## config.mk

```make
export PLATFORM = sky130hd
export DESIGN_NAME = vip_top
export DESIGN_NICKNAME = d
export VERILOG_FILES = /design/src/vip_pkg.sv /design/src/vip_top.sv
export SDC_FILE = /design/constraint.sdc
export NUM_CORES = 1
export LEC_CHECK = 0
export BUFFER_PORTS_ARGS = -buffer_cell sky130_fd_sc_hd__clkbuf_2
export CAP_MARGIN = 20
export CORE_MARGIN = 3
export CORE_UTILIZATION = 30
export CTS_CLUSTER_SIZE = 30
export DETAILED_ROUTE_END_ITERATION = 10
export SLEW_MARGIN = 20
export SYNTH_ARGS = -nofsm -noshare
export SYNTH_HDL_FRONTEND = slang
export SYNTH_SLANG_ARGS = --single-unit
```

## constraint.sdc

```tcl
create_clock -name clock -period 4.2 [get_ports clock]
set_input_delay 0.21 -clock clock [delete_from_list [all_inputs] [get_ports clock]]
set_output_delay 0.21 -clock clock [all_outputs]
set_load 0.05 [all_outputs]
```

## src/vip_pkg.sv

```systemverilog
// constants of the vectored interrupt priority block: offsets, vectors, resets
// assumes one core clock, synchronous active-high reset, AXI4-Lite register access
// Contract
// - nmi accepted while disabled, outside priority control, ranked above all
// - nmi occurrence raises standby release
// - in nmi mode watchdog overflow is sole nmi, vector 0004H
// - in interval mode watchdog overflow is maskable priority 0, same vector
// - mask flag gates each maskable request; priority flag picks group
// - high-group request may interrupt low-group servicing
// - ties within a group resolved by default order, 0 highest, 22 lowest
// - maskable request generation raises standby release; code raises it only for sources whose mask flag is 0
// - maskable set holds seven external and fifteen internal sources
// - break instruction vectors to 003EH, accepted while disabled, no priority control
// - twenty-four sources in total across all kinds
// - each maskable source own vector; priority 1 at 0006H, 3 at 000AH
// - pin edge sources priorities 6 to 8, vectors 0010H 0012H 0014H
// - can sources priorities 9 to 12, vectors 0016H to 001CH step two
// - uart sources priorities 14 to 16, vectors 0020H 0022H 0024H
// - watch 20,21 at 002EH,0030H; serial b 22 at 0032H
// - request flag set on request, cleared on acknowledge or reset
// - mask 0 enables, 1 disables; masks reset to all ones
package vip_pkg;
    localparam int          NUM_MASKABLE  = 23;
    localparam logic [31:0] NUM_EXTERNAL  = 32'h7;
    localparam logic [31:0] NUM_INTERNAL  = 32'hf;
    localparam logic [31:0] NUM_SOURCES   = 32'h18;

    // register byte offsets
    localparam logic [7:0]  OFF_REQ_FLAGS = 8'h00;
    localparam logic [7:0]  OFF_MASK      = 8'h04;
    localparam logic [7:0]  OFF_PRIORITY  = 8'h08;
    localparam logic [7:0]  OFF_CTRL      = 8'h0c;
    localparam logic [7:0]  OFF_PRESENT   = 8'h10;
    localparam logic [7:0]  OFF_EVT_STAT  = 8'h14;
    localparam logic [7:0]  OFF_EVT_CLR   = 8'h18;
    localparam logic [7:0]  OFF_EVT_EN    = 8'h1c;

    // reset values
    localparam logic [22:0] RST_REQ_FLAGS = 23'h000000;
    localparam logic [22:0] RST_MASK      = 23'h7fffff;
    localparam logic [22:0] RST_PRIORITY  = 23'h7fffff;
    localparam logic [2:0]  RST_EVT       = 3'h0;

    // field positions
    localparam int          CTRL_NMI_MODE = 0;
    localparam int          FLAG_NMI_POS  = 23;
    localparam int          PRES_KIND_LO  = 16;
    localparam int          PRES_VALID    = 31;
    localparam int          EVT_NMI       = 0;
    localparam int          EVT_BREAK     = 1;
    localparam int          EVT_MASKABLE  = 2;

    // vectors
    localparam logic [15:0] VEC_BASE      = 16'h0004;
    localparam logic [15:0] VEC_BREAK     = 16'h003e;
    localparam logic [4:0]  VEC_GAP_IDX   = 5'h14;

    typedef enum logic [1:0] {
        VIP_KIND_MASKABLE = 2'h0,
        VIP_KIND_NMI      = 2'h1,
        VIP_KIND_BREAK    = 2'h2
    } vip_kind_t;

    typedef enum logic [1:0] {
        VIP_RESP_OKAY   = 2'h0,
        VIP_RESP_SLVERR = 2'h2
    } vip_resp_t;
endpackage : vip_pkg

```

## src/vip_top.sv

```systemverilog
// vectored interrupt priority block: request flags, masks, groups, vector out
// assumes events are one-cycle pulses from logic on the same clock
`timescale 1ns/100ps
`default_nettype none
module vip_top (
    // clock and reset
    input  wire logic                 clock,
    input  wire logic                 rst,
    // request sources, index equals default priority
    input  wire logic [22:0]          source_event,
    input  wire logic                 watchdog_overflow_request,
    input  wire logic                 software_break_instruction,
    // processor core
    input  wire logic                 core_int_enable,
    input  wire logic                 core_serving_low,
    input  wire logic                 core_ack,
    output logic                      irq_request_q,
    output logic [15:0]               irq_vector_q,
    output vip_pkg::vip_kind_t        irq_kind_q,
    output logic                      irq_high_group_q,
    output logic                      standby_release_q,
    output logic                      irq_line,
    // axi4-lite write address and data
    input  wire logic                 s_axi_awvalid,
    output logic                      s_axi_awready,
    input  wire logic [7:0]           s_axi_awaddr,
    input  wire logic                 s_axi_wvalid,
    output logic                      s_axi_wready,
    input  wire logic [31:0]          s_axi_wdata,
    input  wire logic [3:0]           s_axi_wstrb,
    // axi4-lite write response
    output logic                      s_axi_bvalid,
    input  wire logic                 s_axi_bready,
    output logic [1:0]                s_axi_bresp,
    // axi4-lite read
    input  wire logic                 s_axi_arvalid,
    output logic                      s_axi_arready,
    input  wire logic [7:0]           s_axi_araddr,
    output logic                      s_axi_rvalid,
    input  wire logic                 s_axi_rready,
    output logic [31:0]               s_axi_rdata,
    output logic [1:0]                s_axi_rresp
);
    import vip_pkg::*;

    // lowest set index wins, so index 0 is the highest default order
    function automatic logic [4:0] first_set(input logic [22:0] v);
        logic [4:0] idx;
        idx = 5'h0;
        for (int i = NUM_MASKABLE - 1; i >= 0; i--) begin
            if (v[i]) begin
                idx = i[4:0];
            end
        end
        return idx;
    endfunction : first_set

    // two bytes per vector; one slot skipped before the watch sources
    function automatic logic [15:0] maskable_vector(input logic [4:0] idx);
        logic [15:0] v;
        v = VEC_BASE + {10'h0, idx, 1'b0};
        if (idx >= VEC_GAP_IDX) begin
            v = v + 16'h0002;
        end
        return v;
    endfunction : maskable_vector

    // byte-lane merge for writable registers
    function automatic logic [31:0] merge(input logic [31:0] old, input logic [31:0] nw,
                                          input logic [3:0] strb);
        logic [31:0] r;
        r = old;
        for (int b = 0; b < 4; b++) begin
            if (strb[b]) begin
                r[b*8 +: 8] = nw[b*8 +: 8];
            end
        end
        return r;
    endfunction : merge

    logic [22:0] req_flags_q;
    logic [22:0] mask_q;
    logic [22:0] prio_q;
    logic        nmi_mode_q;
    logic        nmi_pending_q;
    logic        brk_pending_q;
    logic [4:0]  sel_idx_q;
    logic [2:0]  evt_stat_q;
    logic [2:0]  evt_en_q;

    // write channel holding state
    logic        aw_held_q;
    logic        w_held_q;
    logic [7:0]  aw_addr_q;
    logic [31:0] w_data_q;
    logic [3:0]  w_strb_q;
    logic        wr_fire;
    logic        rd_fire;
    logic        wr_mapped;
    logic        wr_ro;

    assign s_axi_awready = !aw_held_q && !s_axi_bvalid;
    assign s_axi_wready  = !w_held_q && !s_axi_bvalid;
    assign wr_fire       = aw_held_q && w_held_q && !s_axi_bvalid;
    assign s_axi_arready = !s_axi_rvalid;
    assign rd_fire       = s_axi_arvalid && s_axi_arready;

    logic wr_flags;
    logic wr_mask;
    logic wr_prio;
    logic wr_ctrl;
    logic wr_evt_clr;
    logic wr_evt_en;
    assign wr_flags   = wr_fire && aw_addr_q == OFF_REQ_FLAGS;
    assign wr_mask    = wr_fire && aw_addr_q == OFF_MASK;
    assign wr_prio    = wr_fire && aw_addr_q == OFF_PRIORITY;
    assign wr_ctrl    = wr_fire && aw_addr_q == OFF_CTRL;
    assign wr_evt_clr = wr_fire && aw_addr_q == OFF_EVT_CLR;
    assign wr_evt_en  = wr_fire && aw_addr_q == OFF_EVT_EN;
    assign wr_ro      = aw_addr_q == OFF_PRESENT || aw_addr_q == OFF_EVT_STAT;
    assign wr_mapped  = wr_flags || wr_mask || wr_prio || wr_ctrl || wr_evt_clr || wr_evt_en
                        || wr_ro;

    logic [31:0] wr_word_flags;
    logic [31:0] wr_word_mask;
    logic [31:0] wr_word_prio;
    logic [31:0] wr_word_ctrl;
    logic [31:0] wr_word_en;
    assign wr_word_flags = merge({9'h0, req_flags_q}, w_data_q, w_strb_q);
    assign wr_word_mask  = merge({9'h0, mask_q}, w_data_q, w_strb_q);
    assign wr_word_prio  = merge({9'h0, prio_q}, w_data_q, w_strb_q);
    assign wr_word_ctrl  = merge({31'h0, nmi_mode_q}, w_data_q, w_strb_q);
    assign wr_word_en    = merge({29'h0, evt_en_q}, w_data_q, w_strb_q);

    always_ff @(posedge clock) begin
        if (rst) begin
            aw_held_q    <= 1'b0;
            w_held_q     <= 1'b0;
            aw_addr_q    <= 8'h00;
            w_data_q     <= 32'h0;
            w_strb_q     <= 4'h0;
            s_axi_bvalid <= 1'b0;
            s_axi_bresp  <= VIP_RESP_OKAY;
        end else begin
            if (s_axi_awvalid && s_axi_awready) begin
                aw_held_q <= 1'b1;
                aw_addr_q <= s_axi_awaddr;
            end
            if (s_axi_wvalid && s_axi_wready) begin
                w_held_q <= 1'b1;
                w_data_q <= s_axi_wdata;
                w_strb_q <= s_axi_wstrb;
            end
            if (wr_fire) begin
                aw_held_q    <= 1'b0;
                w_held_q     <= 1'b0;
                s_axi_bvalid <= 1'b1;
                s_axi_bresp  <= (wr_mapped && !wr_ro) ? VIP_RESP_OKAY : VIP_RESP_SLVERR;
            end else if (s_axi_bready) begin
                s_axi_bvalid <= 1'b0;
            end
        end
    end

    // watchdog overflow routes to nmi or to maskable slot 0 by mode
    logic        wdt_nmi_evt;
    logic [22:0] set_vec;
    assign wdt_nmi_evt = watchdog_overflow_request && nmi_mode_q;
    assign set_vec     = source_event
                         | {22'h0, watchdog_overflow_request && !nmi_mode_q};

    // acknowledge clears what is being presented this cycle
    logic        ack_nmi;
    logic        ack_brk;
    logic [22:0] ack_vec;
    assign ack_nmi = core_ack && irq_request_q && irq_kind_q == VIP_KIND_NMI;
    assign ack_brk = core_ack && irq_request_q && irq_kind_q == VIP_KIND_BREAK;
    assign ack_vec = (core_ack && irq_request_q && irq_kind_q == VIP_KIND_MASKABLE)
                     ? (23'h1 << sel_idx_q) : 23'h0;

    // a new request beats both a software write of zero and an acknowledge
    always_ff @(posedge clock) begin
        if (rst) begin
            req_flags_q <= RST_REQ_FLAGS;
        end else if (wr_flags) begin
            // a write racing an acknowledge must not revive the served flag
            req_flags_q <= (wr_word_flags[22:0] & ~ack_vec) | set_vec;
        end else begin
            req_flags_q <= (req_flags_q & ~ack_vec) | set_vec;
        end
    end

    always_ff @(posedge clock) begin
        if (rst) begin
            nmi_pending_q <= 1'b0;
            brk_pending_q <= 1'b0;
        end else begin
            nmi_pending_q <= (nmi_pending_q && !ack_nmi) || wdt_nmi_evt;
            brk_pending_q <= (brk_pending_q && !ack_brk) || software_break_instruction;
        end
    end

    always_ff @(posedge clock) begin
        if (rst) begin
            mask_q     <= RST_MASK;
            prio_q     <= RST_PRIORITY;
            nmi_mode_q <= 1'b0;
            evt_en_q   <= RST_EVT;
        end else begin
            if (wr_mask) begin
                mask_q <= wr_word_mask[22:0];
            end
            if (wr_prio) begin
                prio_q <= wr_word_prio[22:0];
            end
            if (wr_ctrl) begin
                nmi_mode_q <= wr_word_ctrl[CTRL_NMI_MODE];
            end
            if (wr_evt_en) begin
                evt_en_q <= wr_word_en[2:0];
            end
        end
    end

    // selection from flags with the current acknowledge already removed
    logic [22:0] live;
    logic [22:0] eligible;
    logic [22:0] high_set;
    logic        any_high;
    logic        any_mask;
    logic [4:0]  win_idx;
    logic        nmi_live;
    logic        brk_live;
    assign live     = req_flags_q & ~ack_vec;
    assign eligible = live & ~mask_q & {NUM_MASKABLE{core_int_enable}};
    assign high_set = eligible & ~prio_q;
    assign any_high = |high_set;
    // while a low request is served only the high group may nest in
    assign any_mask = core_serving_low ? any_high : |eligible;
    assign win_idx  = any_high ? first_set(high_set) : first_set(eligible);
    assign nmi_live = nmi_pending_q && !ack_nmi;
    assign brk_live = brk_pending_q && !ack_brk;

    always_ff @(posedge clock) begin
        if (rst) begin
            irq_request_q    <= 1'b0;
            irq_vector_q     <= 16'h0;
            irq_kind_q       <= VIP_KIND_MASKABLE;
            irq_high_group_q <= 1'b0;
            sel_idx_q        <= 5'h0;
        end else begin
            irq_request_q    <= nmi_live || brk_live || any_mask;
            irq_high_group_q <= 1'b0;
            sel_idx_q        <= win_idx;
            // nmi ignores enable and groups and outranks everything
            if (nmi_live) begin
                irq_kind_q   <= VIP_KIND_NMI;
                irq_vector_q <= VEC_BASE;
            end else if (brk_live) begin
                irq_kind_q   <= VIP_KIND_BREAK;
                irq_vector_q <= VEC_BREAK;
            end else begin
                irq_kind_q       <= VIP_KIND_MASKABLE;
                irq_vector_q     <= maskable_vector(win_idx);
                irq_high_group_q <= any_high;
            end
        end
    end

    // wakes the core even with interrupts disabled, as long as unmasked
    always_ff @(posedge clock) begin
        if (rst) begin
            standby_release_q <= 1'b0;
        end else begin
            standby_release_q <= wdt_nmi_evt
                                 || |(set_vec & ~mask_q);
        end
    end

    // software-visible event log driving the single interrupt line
    logic [2:0] evt_set;
    logic [2:0] evt_clr;
    // bit positions shared with software through the package
    always_comb begin
        evt_set               = 3'h0;
        evt_set[EVT_NMI]      = ack_nmi;
        evt_set[EVT_BREAK]    = ack_brk;
        evt_set[EVT_MASKABLE] = |ack_vec;
    end
    assign evt_clr = wr_evt_clr ? w_data_q[2:0] & {3{w_strb_q[0]}} : 3'h0;

    always_ff @(posedge clock) begin
        if (rst) begin
            evt_stat_q <= RST_EVT;
        end else begin
            evt_stat_q <= (evt_stat_q & ~evt_clr) | evt_set;
        end
    end

    assign irq_line = |(evt_stat_q & evt_en_q);

    // read channel
    logic [31:0] rd_word;
    logic        rd_hit;
    always_comb begin
        rd_word = 32'h0;
        rd_hit  = 1'b1;
        case (s_axi_araddr)
            OFF_REQ_FLAGS: begin
                rd_word[22:0]         = req_flags_q;
                rd_word[FLAG_NMI_POS] = nmi_pending_q;
            end
            OFF_MASK:      rd_word = {9'h0, mask_q};
            OFF_PRIORITY:  rd_word = {9'h0, prio_q};
            OFF_CTRL:      rd_word = {31'h0, nmi_mode_q};
            OFF_PRESENT: begin
                // live view of what the core is being offered right now
                rd_word[15:0]              = irq_vector_q;
                rd_word[PRES_KIND_LO +: 2] = irq_kind_q;
                rd_word[PRES_VALID]        = irq_request_q;
            end
            OFF_EVT_STAT:  rd_word = {29'h0, evt_stat_q};
            OFF_EVT_CLR:   rd_word = 32'h0;
            OFF_EVT_EN:    rd_word = {29'h0, evt_en_q};
            default:       rd_hit  = 1'b0;
        endcase
    end

    always_ff @(posedge clock) begin
        if (rst) begin
            s_axi_rvalid <= 1'b0;
            s_axi_rdata  <= 32'h0;
            s_axi_rresp  <= VIP_RESP_OKAY;
        end else if (rd_fire) begin
            s_axi_rvalid <= 1'b1;
            s_axi_rdata  <= rd_word;
            s_axi_rresp  <= rd_hit ? VIP_RESP_OKAY : VIP_RESP_SLVERR;
        end else if (s_axi_rready) begin
            s_axi_rvalid <= 1'b0;
        end
    end
endmodule : vip_top
`default_nettype wire

```

* Yosys cells after proc, flatten, opt, wreduce, memory -nomap -nowiden
Index checks and enable logic that the tools add are counted.
** Storage, ports and cells
- Register bits after elaboration :: 163
- Bits in latches :: 0
- Memory bits (writable) :: 0
- Memory bits (read-only) :: 0
- Bits of input ports :: 87
- Output and inout port bits :: 63
- Logic and storage cells :: 201
- Memories kept :: 0
** Operators by class
- Add/sub/neg operators :: 2
- Multipliers :: 0
- Div/mod/pow operators :: 0
- $lt $le $gt $ge :: 1
- Equal/unequal tests :: 16
- Shift-type cells :: 1
- Mux-type cells :: 69
- Bitwise logic cells :: 17
- Reductions and logical operators :: 64
** Operator list (count)
- $mux W5 :: 47
- $and A23 B23 Y23 :: 6
- $pmux W18 S7 :: 1
- $reduce_or A23 Y1 :: 4
- $not A23 Y23 :: 3
- $eq A8 B5 Y1 const B :: 8
- $mux W23 :: 2
- $or A23 B23 Y23 :: 2
- $eq A8 B4 Y1 const B :: 4
- $mux W8 :: 3
- $or A23 B1 Y23 :: 1
- $shl A1 B5 Y23 const A :: 1
- $logic_and A1 B1 Y1 :: 22
- $pmux W6 S3 :: 1
- $eq A8 B3 Y1 const B :: 2
- $logic_not A8 Y1 :: 2
- $reduce_and A2 Y1 :: 8
- $logic_or A1 B1 Y1 :: 12
- $and A3 B3 Y3 :: 3
- $add A7 B2 Y8 const B :: 1
- $logic_not A1 Y1 :: 8
- $mux W1 :: 8
- $reduce_or A8 Y1 :: 1
- $add A3 B6 Y7 const A :: 1
- other kinds (13) :: 19

* Longest topological paths before layout
Gate-level depths: netlist of the first run.
- Depth in word-level cells :: 37
- Gate-level depth with buffers :: 17
- Depth with buffers taken out :: 14

* Worst setup path after synthesis of the first run
Ideal clock, no wire load.
- Path type :: register -> register
- From :: register irq_request_q
- To :: register irq_vector_q[4]
- Setup time :: 0.127 ns
- Data arrival time :: 3.450 ns
- Data required time :: 4.073 ns
- Setup slack :: 0.623 ns
- Stages on the path, launching flop included :: 16
- Path buffers :: 2
- Period minus slack after synthesis :: 3.577 ns
- Cell sequence :: dfxtp_1 > and4bb_1 > buf_4 > buf_4 > a31oi_1 > a21o_1 > nor4_2 > nand4_2 > o41a_1 > inv_1 > ha_1 > inv_1 > a211oi_1 > o21ai_1 > a2111oi_2 > nor4_2
** On the way
- Word-level cells in the longest chain between the ends :: 36
- Elaborated cells between the ends (all ways) :: 68
- Those cells by class :: 2 x add/sub; 1 x order compare; 50 x mux; 5 x bitwise; 10 x reduce/logical
** Ends and longest elaborated chain
- from (decl) :: RTL line vip_top.sv:17 : output logic irq_request_q,
- from (signal assigned) :: RTL line vip_top.sv:252 : irq_request_q <= nmi_live || brk_live || any_mask;
- $logic_and A1 B1 Y1 * (2 in series) :: RTL line vip_top.sv:178 : assign ack_vec = (core_ack && irq_request_q && irq_kind_q == VIP_KIND_MASKABLE)
- $mux W23 * :: RTL line vip_top.sv:179 : ? (23'h1 << sel_idx_q) : 23'h0;
- $not A23 Y23 * :: RTL line vip_top.sv:234 : assign live = req_flags_q & ~ack_vec;
- $and A23 B23 Y23 * :: RTL line vip_top.sv:234
- $and A23 B23 Y23 * (2 in series) :: RTL line vip_top.sv:235 : assign eligible = live & ~mask_q & {NUM_MASKABLE{core_int_enable}};
- $and A23 B23 Y23 :: RTL line vip_top.sv:236 : assign high_set = eligible & ~prio_q;
- $mux W5 (23 in series) :: RTL line vip_top.sv:51 : if (v[i]) begin
- $mux W5 * :: RTL line vip_top.sv:240 : assign win_idx = any_high ? first_set(high_set) : first_set(eligible);
- named net win_idx[1] :: RTL line vip_top.sv:231 : logic [4:0] win_idx;
- $add A3 B6 Y7 :: RTL line vip_top.sv:61 : v = VEC_BASE + {10'h0, idx, 1'b0};
- $add A7 B2 Y8 :: RTL line vip_top.sv:63 : v = v + 16'h0002;
- $mux W8 * :: RTL line vip_top.sv:62 : if (idx >= VEC_GAP_IDX) begin
- $mux W6 * :: RTL line vip_top.sv:259 : end else if (brk_live) begin
- to (signal assigned) :: RTL line vip_top.sv:264 : irq_vector_q <= maskable_vector(win_idx);
- to (decl) :: RTL line vip_top.sv:18 : output logic [15:0] irq_vector_q,
The timed path passes the listed nets; every way through them passes the cells marked *.
A chain may end at the register's enable or synchronous reset.

* Final worst setup path of the first run
Same ends and word-level chain as after synthesis.

==> results of run 1 <==
registers in the layout (all words and copies together), names as in the netlist, 2 cells and up:
signal / count
s_axi_rdata: 25
sel_idx_q: 5
w_data_q: 23
req_flags_q: 23
aw_addr_q: 8
mask_q: 23
evt_stat_q: 3
evt_en_q: 3
irq_kind_q: 2
w_strb_q: 3
irq_vector_q: 7
prio_q: 23
kinds of logic after synthesis:
group	Yosys count	share of synthesized area, %
compound gates	293	23.3
xor+xnor	1	0.102
fa+ha+maj	4	0.580
buf+inv	118	6.34
flops	160	37.1
mux	44	5.19
other cells	1	0.0435
simple gates	460	27.4
power groups by stage:
stage	combinational, mW	clock, mW	sequential [mW]
2_1_floorplan	0.237	0	1.66
3_3_place_gp	0.354	0	1.66
3_5_place_dp	0.356	0	1.66
4_1_cts	0.379	1.48	1.63
5_1_grt	0.415	1.55	1.64
6_report	0.379	1.46	1.63
placed cells by master (no fill, tap or decap), drive strengths merged, types with 4 or more instances in the layout:
master / netlist / final
and3b: 4 / 4
nor2: 111 / 111
nand3b: 42 / 42
a21oi: 84 / 84
a211oi: 7 / 7
o21ai: 31 / 31
o211ai: 6 / 6
or2: 6 / 6
o31ai: 5 / 5
conb: 1 / 19
inv: 37 / 42
mux2: 6 / 6
a31oi: 24 / 24
nor3: 12 / 12
a211o: 23 / 23
or3: 4 / 4
o22ai: 20 / 20
nand2b: 11 / 11
and2: 7 / 7
nor2b: 6 / 6
o221ai: 5 / 5
a31o: 10 / 10
clkbuf: 50 / 137
nor3b: 8 / 8
nand2: 174 / 174
dlygate4sd3: 0 / 31
nand4: 4 / 4
ha: 4 / 4
and3: 31 / 31
a22oi: 35 / 35
nand3: 15 / 15
nor4: 7 / 7
dfxtp: 160 / 160
buf: 31 / 33
mux2i: 38 / 38
clkinv: 0 / 6
a221oi: 5 / 5
tightest hold or removal path: cells and delay by family:
kind | cells | cell delay, ns
buf+inv | 1 | 0.09
simple gates | 2 | 0.10
metal layers:
| metal | wire length (µm) | global-route usage, % | up-vias |
|---|---|---|---|
| met1 | 14300 | 27.7 | 4165 |
| met5 | 0 | 0 | - |
| met3 | 1840 | 3.33 | 45 |
| li1 | - | - | 4141 |
| met4 | 1030 | 8.02 | 0 |
| met2 | 13900 | 30.7 | 320 |
metrics by stage:
stage,setup WS (ns),hold WS (ns)
final,0.464,0.00585
after global routing,0.178,0.00744
after CTS,0.299,0.0000200
after detailed placement,0.326,0.401
after global placement,0.382,0.399
after floorplan,0.623,0.310
area by class of cell:
type,count,area (µm²)
well taps,378,473
flip-flops and latches,160,3210
multi-input cells,821,4970
inverters,37,139
repair buffers,184,1160
clock inverters,14,109
clock buffers,17,425
fillers,3033,17600
worst max-delay path by stage:
| stage | endpoint | slack (ns) | start |
|---|---|---|---|
| 6_report | irq_vector_q[4]$_SDFF_PP0_ | 0.46 | irq_request_q$_SDFF_PP0_ |
| 5_1_grt | irq_vector_q[4]$_SDFF_PP0_ | 0.18 | irq_request_q$_SDFF_PP0_ |
| 4_1_cts | irq_vector_q[4]$_SDFF_PP0_ | 0.30 | sel_idx_q[0]$_SDFF_PP0_ |
| 3_5_place_dp | irq_vector_q[4]$_SDFF_PP0_ | 0.33 | irq_request_q$_SDFF_PP0_ |
| 3_3_place_gp | irq_vector_q[4]$_SDFF_PP0_ | 0.38 | sel_idx_q[0]$_SDFF_PP0_ |
| 2_1_floorplan | irq_vector_q[4]$_SDFF_PP0_ | 0.62 | irq_request_q$_SDFF_PP0_ |
what timing repair did:
action / 4_1_cts / 5_1_grt
setup endpoints to repair: 0 / 3
setup buffers: 0 / 4
gates resized for setup: 0 / 7
hold buffers: 31 / 0
hold endpoints to repair: 31 / 0
==> impl_metrics.py, run 1 <==
metrics = {
    "run_status": {
        "outcome": "completed",
    },
    "floorplan": {
        "fp.coreArea_um2": 28100,
        "rows": 61,
        "ioPinCount": 150,
        "die_h_um": 176,
        "start_util_pct": 30.7,
        "die_area_um2": 30800,
        "die_w_um": 176,
    },
    "setup_path": {
        "r2r_start": "irq_request_q$_SDFF_PP0_",
        "cp.required_ns": 4.52,
        "ff2ff_setup_slack_ns": 0.46,
        "worstPathBufferInverterCount": 3,
        "endpoint_kind": "flop",
        "cpLargestDelayFamily": "simple AND/OR/NAND/NOR gates",
        "crit_cells": 15,
        "crit_path_start_kind": "flop",
        "r2r_end": "irq_vector_q[4]$_SDFF_PP0_",
        "critPathMaxStageDelay_ns": 0.43,
        "critPathKind": "reg -> reg",
        "slowest_stage": "and4bb_2",
        "cp_max_fo": 7,
        "arrival_ns": 4.05,
        "path_cells": "and4bb_2 > buf_4 > and3_1 > or3_1 > nand3_1 > or4_1 > o211ai_1 > nand2_1 > inv_1 > ha_1 > inv_1 > a211oi_2 > o21ai_1 > a2111oi_2 > nor4_2",
        "path_common_cell": "inv_1",
        "ff2ff_path_depth": 15,
    },
    "cells_and_area": {
        "layout-drive-gt1-share_pct": 18.7,
        "final_nets": 1312,
        "fin_cells": 1611,
        "final_util_pct": 37.3,
        "diodes": 0,
        "design_area_um2": 10500,
        "area_growth_pct": 21.4,
    },
    "global_route": {
        "antenna_found_initial": 0,
        "groute.usage.overall_pct": 19.9,
        "grt_pass1_wl_mm": 47.7,
        "overflow": 0,
        "grt_pass1_vias": 8275,
        "grt_max_degree": 65,
    },
    "logic_synthesis": {
        "ys_seq_elements": 160,
        "syn-cell-area_um2": 8630,
        "ys_seq_area_share_pct": 37.1,
        "post-synth-top-count-cell": "nand2_1",
        "avgSynthCellArea_um2": 7.98,
        "synth_cell_type_count": 89,
        "yosys.area.top_type": "dfxtp_1",
        "synthTopCellsByArea": "dfxtp_1 37%, nand2_1 7.6%, a21oi_1 4.9%",
        "async_flop_share_pct": 0,
        "synthCells": 1081,
        "synth-edff-count": 0,
        "ys_warn_count": 0,
        "synth_common_cells": "174 x nand2_1, 160 x dfxtp_1, 111 x nor2_1, 84 x a21oi_1, 49 x clkbuf_1",
        "synth_ff_type": "dfxtp_1",
        "yosysTopAreaCellShare_pct": 37.1,
    },
    "sta": {
        "slew_headroom_pct": 33.7,
        "grt_setup_unrepaired": "no",
        "hold_viol_final": 0,
        "setup_violations": 0,
        "setup-tns-final_ns": 0,
        "min_period_ns": 3.74,
        "skew_ns": 0.0147,
        "drv_slew": 0,
        "tightest_slew_ns": 0.986,
        "timing.fmax_mhz": 268,
        "fin_crit_sh_pct": 88.9,
    },
    "clock_tree": {
        "cts-root-buf": "clkbuf_16",
        "cts_tree": "done",
        "cts_max_path_buffers": 2,
        "ctsHtreeMaxLevel": 4,
        "numCtsBuffers": 17,
        "clock_sinks": 160,
        "insertion_delay_ns": 0.44,
        "clk_pin_slew_ns": 0.07,
    },
    "place": {
        "post-dp-hpwl_mm": 24.0,
        "place_inst": 1545,
        "place_congestion": 0.922,
        "placed_cell_area_um2": 9580,
        "numPortBuffers": 121,
    },
    "run": {
        "cap_violations": 0,
    },
    "worst_hold_path": {
        "hp-class": "in -> reg",
        "hold-path-cell-count": 3,
        "min_from": "source_event[18]",
        "min_to": "req_flags_q[18]$_SDFF_PP0_",
    },
    "power_and_ir_drop": {
        "p_sw_share_pct": 29.0,
        "power_mw": 3.46,
        "p_leak_nw": 4.63,
        "p_seq_share_pct": 47.0,
        "ir_drop_v": 0.000228,
        "p_int_mw": 2.46,
        "p_comb_share_pct": 10.9,
        "power_frac_clock_pct": 42.1,
        "cellPowerDensity_nw_per_um2": 331,
        "switchingPower_mw": 1.00,
    },
    "route": {
        "drtIter0Drc": 780,
        "wire_per_inst_um": 19.3,
        "antenna_left": 0,
        "first_pass_iters": 7,
        "drc_errors": 0,
        "postRouteWirelength_mm": 31.1,
        "vias_per_cell": 5.38,
        "num_vias": 8671,
    },
}
Note: power is estimated with default switching activity, not from simulation.
==> run 2, diff against run 1 <==
==> constraint.sdc (replaced) <==
create_clock -name clock -period 3.4 [get_ports clock]
set_input_delay 0.17 -clock clock [delete_from_list [all_inputs] [get_ports clock]]
set_output_delay 0.17 -clock clock [all_outputs]
set_load 0.05 [all_outputs]
==> run 2 against run 1 <==
Net effect: sequential share of layout area decreased by 3.4 points; non-clock buffer count increased by 139; core utilization increased by 4.8 points; total power increased by 31%; routed wire length increased by 6.3%; register-to-register slack got worse by 0.38 ns; critical path depth decreased by 1; sequential power increased by 23%; setup slack got worse by 0.38 ns; critical endpoint unchanged.
==> impl_metrics.py, run 2 (synthesized netlist as in run 1, its figures left out) <==
metrics = {
    "setup_path": {
        "path_cells": "and4bb_4 > buf_12 > a31o_2 > o22a_1 > nand2b_4 > or4_1 > o211ai_1 > nand2_1 > inv_1 > buf_4 > ha_1 > inv_1 > o311a_1 > nor4_2",
        "cp.required_ns": 3.75,
        "cp_max_fo": 13,
        "slowest_stage": "or4_1",
        "endpoint_kind": "flop",
        "ff2ff_setup_slack_ns": 0.08,
        "arrival_ns": 3.67,
        "crit_path_start_kind": "flop",
        "critPathKind": "reg -> reg",
        "path_common_cell": "inv_1",
        "critPathMaxStageDelay_ns": 0.47,
    },
    "route": {
        "wire_per_inst_um": 18.9,
        "first_pass_iters": 5,
        "antenna_left": 0,
        "postRouteWirelength_mm": 33.1,
        "num_vias": 9127,
        "vias_per_cell": 5.21,
        "drc_errors": 0,
        "drtIter0Drc": 689,
    },
    "cells_and_area": {
        "layout_common_cells": "174 x nand2_1, 153 x dfxtp_1, 146 x buf_4",
        "largest-register": "s_axi_rdata",
        "final_nets": 1451,
        "final_util_pct": 42.2,
        "nFillCells": 2940,
        "fin_cells": 1751,
        "layout-drive-gt1-share_pct": 27.2,
        "multi_input_comb_area_um2": 5110,
        "final_common_cell": "nand2_1",
        "diodes": 0,
        "area_growth_pct": 37.2,
        "final-seq-area_um2": 3210,
        "largest_register_ffs": 25,
    },
    "sta": {
        "drv_slew": 0,
        "hold_viol_final": 0,
        "tightest_slew_ns": 1.01,
        "whs_ns": 0.0313,
        "grt_setup_unrepaired": "yes",
        "setup-tns-final_ns": 0,
        "skew_ns": 0.0118,
        "slew_headroom_pct": 32.8,
        "setup_violations": 0,
        "timing.fmax_mhz": 301,
        "fin_crit_sh_pct": 97.6,
        "min_period_ns": 3.32,
    },
    "global_route": {
        "grt_pass1_vias": 8671,
        "overflow": 0,
        "grt_max_degree": 71,
        "groute.usage.overall_pct": 21.0,
        "grt_pass1_wl_mm": 50.3,
        "antenna_found_initial": 0,
    },
    "clock_tree": {
        "numCtsBuffers": 17,
        "insertion_delay_ns": 0.44,
        "clock_sinks": 160,
        "cts-root-buf": "clkbuf_16",
        "clk_pin_slew_ns": 0.07,
        "ctsHtreeMaxLevel": 4,
        "cts_max_path_buffers": 2,
        "cts_tree": "done",
    },
    "power_and_ir_drop": {
        "cellPowerDensity_nw_per_um2": 383,
        "p_int_mw": 3.27,
        "ir_drop_v": 0.000223,
        "power_mw": 4.53,
        "p_leak_nw": 5.36,
        "p_comb_share_pct": 11.5,
        "power_frac_clock_pct": 44.2,
        "p_seq_share_pct": 44.3,
        "switchingPower_mw": 1.26,
        "p_sw_share_pct": 27.8,
    },
    "place": {
        "place_inst": 1659,
        "post-dp-hpwl_mm": 25.7,
        "numPortBuffers": 121,
        "place_congestion": 0.947,
    },
    "floorplan": {
        "rows": 61,
        "start_util_pct": 30.7,
        "die_w_um": 176,
        "ioPinCount": 150,
        "die_area_um2": 30800,
        "die_h_um": 176,
        "fp.coreArea_um2": 28100,
    },
    "run_status": {
        "outcome": "completed",
    },
    "worst_hold_path": {
        "hp-class": "in -> reg",
    },
    "run": {
        "cap_violations": 0,
    },
}
## run 2: layout make-up
type,instances,share of cell area [%]
Sequential cell,160,27.1
Multi-Input combinational cell,821,43.2
Clock buffer,20,3.86
Inverter,37,1.17
Clock inverter,12,1.23
Tap cell,378,3.99
Timing Repair Buffer,323,19.4
## run 2: stage by stage
| stage | setup WS (ns) | area (µm²) |
|---|---|---|
| 5_1_grt | -0.0621 | 11800 |
| 6_report | 0.0823 | 11800 |
| 3_5_place_dp | -0.133 | 10500 |
| 2_1_floorplan | 0.0267 | 8700 |
| 4_1_cts | 0.0000204 | 11600 |
| 3_3_place_gp | -0.0146 | 10500 |
## run 2: critical path: cells and delay by family, from the launching register on
| kind | cells | cell delay (ns) |
|---|---|---|
| and+or+nand+nor | 5 | 1.27 |
| AOI/OAI and AO/OA | 4 | 1.08 |
| buffers and inverters | 4 | 0.42 |
| DFF | 1 | 0.32 |
| adders and majority gates | 1 | 0.12 |
## run 2: path summary, 6_finish.rpt
| kind | from | end | depth (start not counted) |
|---|---|---|---|
| max | irq_kind_q[0]$_SDFF_PP0_ | irq_vector_q[4]$_SDFF_PP0_ | 14 |
| min reg2reg | aw_addr_q[7]$_SDFFE_PP0P_ | aw_addr_q[7]$_SDFFE_PP0P_ | 2 |
| min | source_event[11] | req_flags_q[11]$_SDFF_PP0_ | 3 |
| max reg2reg | irq_kind_q[0]$_SDFF_PP0_ | irq_vector_q[4]$_SDFF_PP0_ | 14 |
## run 2: layer usage
| layer | part of all wire (%) | vias up | GRT usage [%] |
|---|---|---|---|
| met5 | 0 | - | 0 |
| met4 | 3.6 | 0 | 8.31 |
| met3 | 6.5 | 57 | 3.93 |
| met2 | 44 | 301 | 32.3 |
| met1 | 46 | 4334 | 29.0 |
| li1 | - | 4435 | - |
## run 2: timing repair
item / 4_1_cts / 5_1_grt
hold buffers: 54 / 0
setup endpoints to repair: 5 / 6
gates cloned: 0 / 1
hold endpoints to repair: 53 / 0
gates resized for setup: 3 / 35
buffers inserted: 1 / 4
pin swaps: 1 / 9
## run 2: power groups by stage
stage	combinational [mW]	clock (mW)	sequential (mW)
detailed placement	0.461	0	2.05
floorplan	0.293	0	2.05
CTS	0.511	2.05	2.00
global placement	0.459	0	2.05
finish	0.521	2.00	2.01
global route	0.569	2.12	2.01
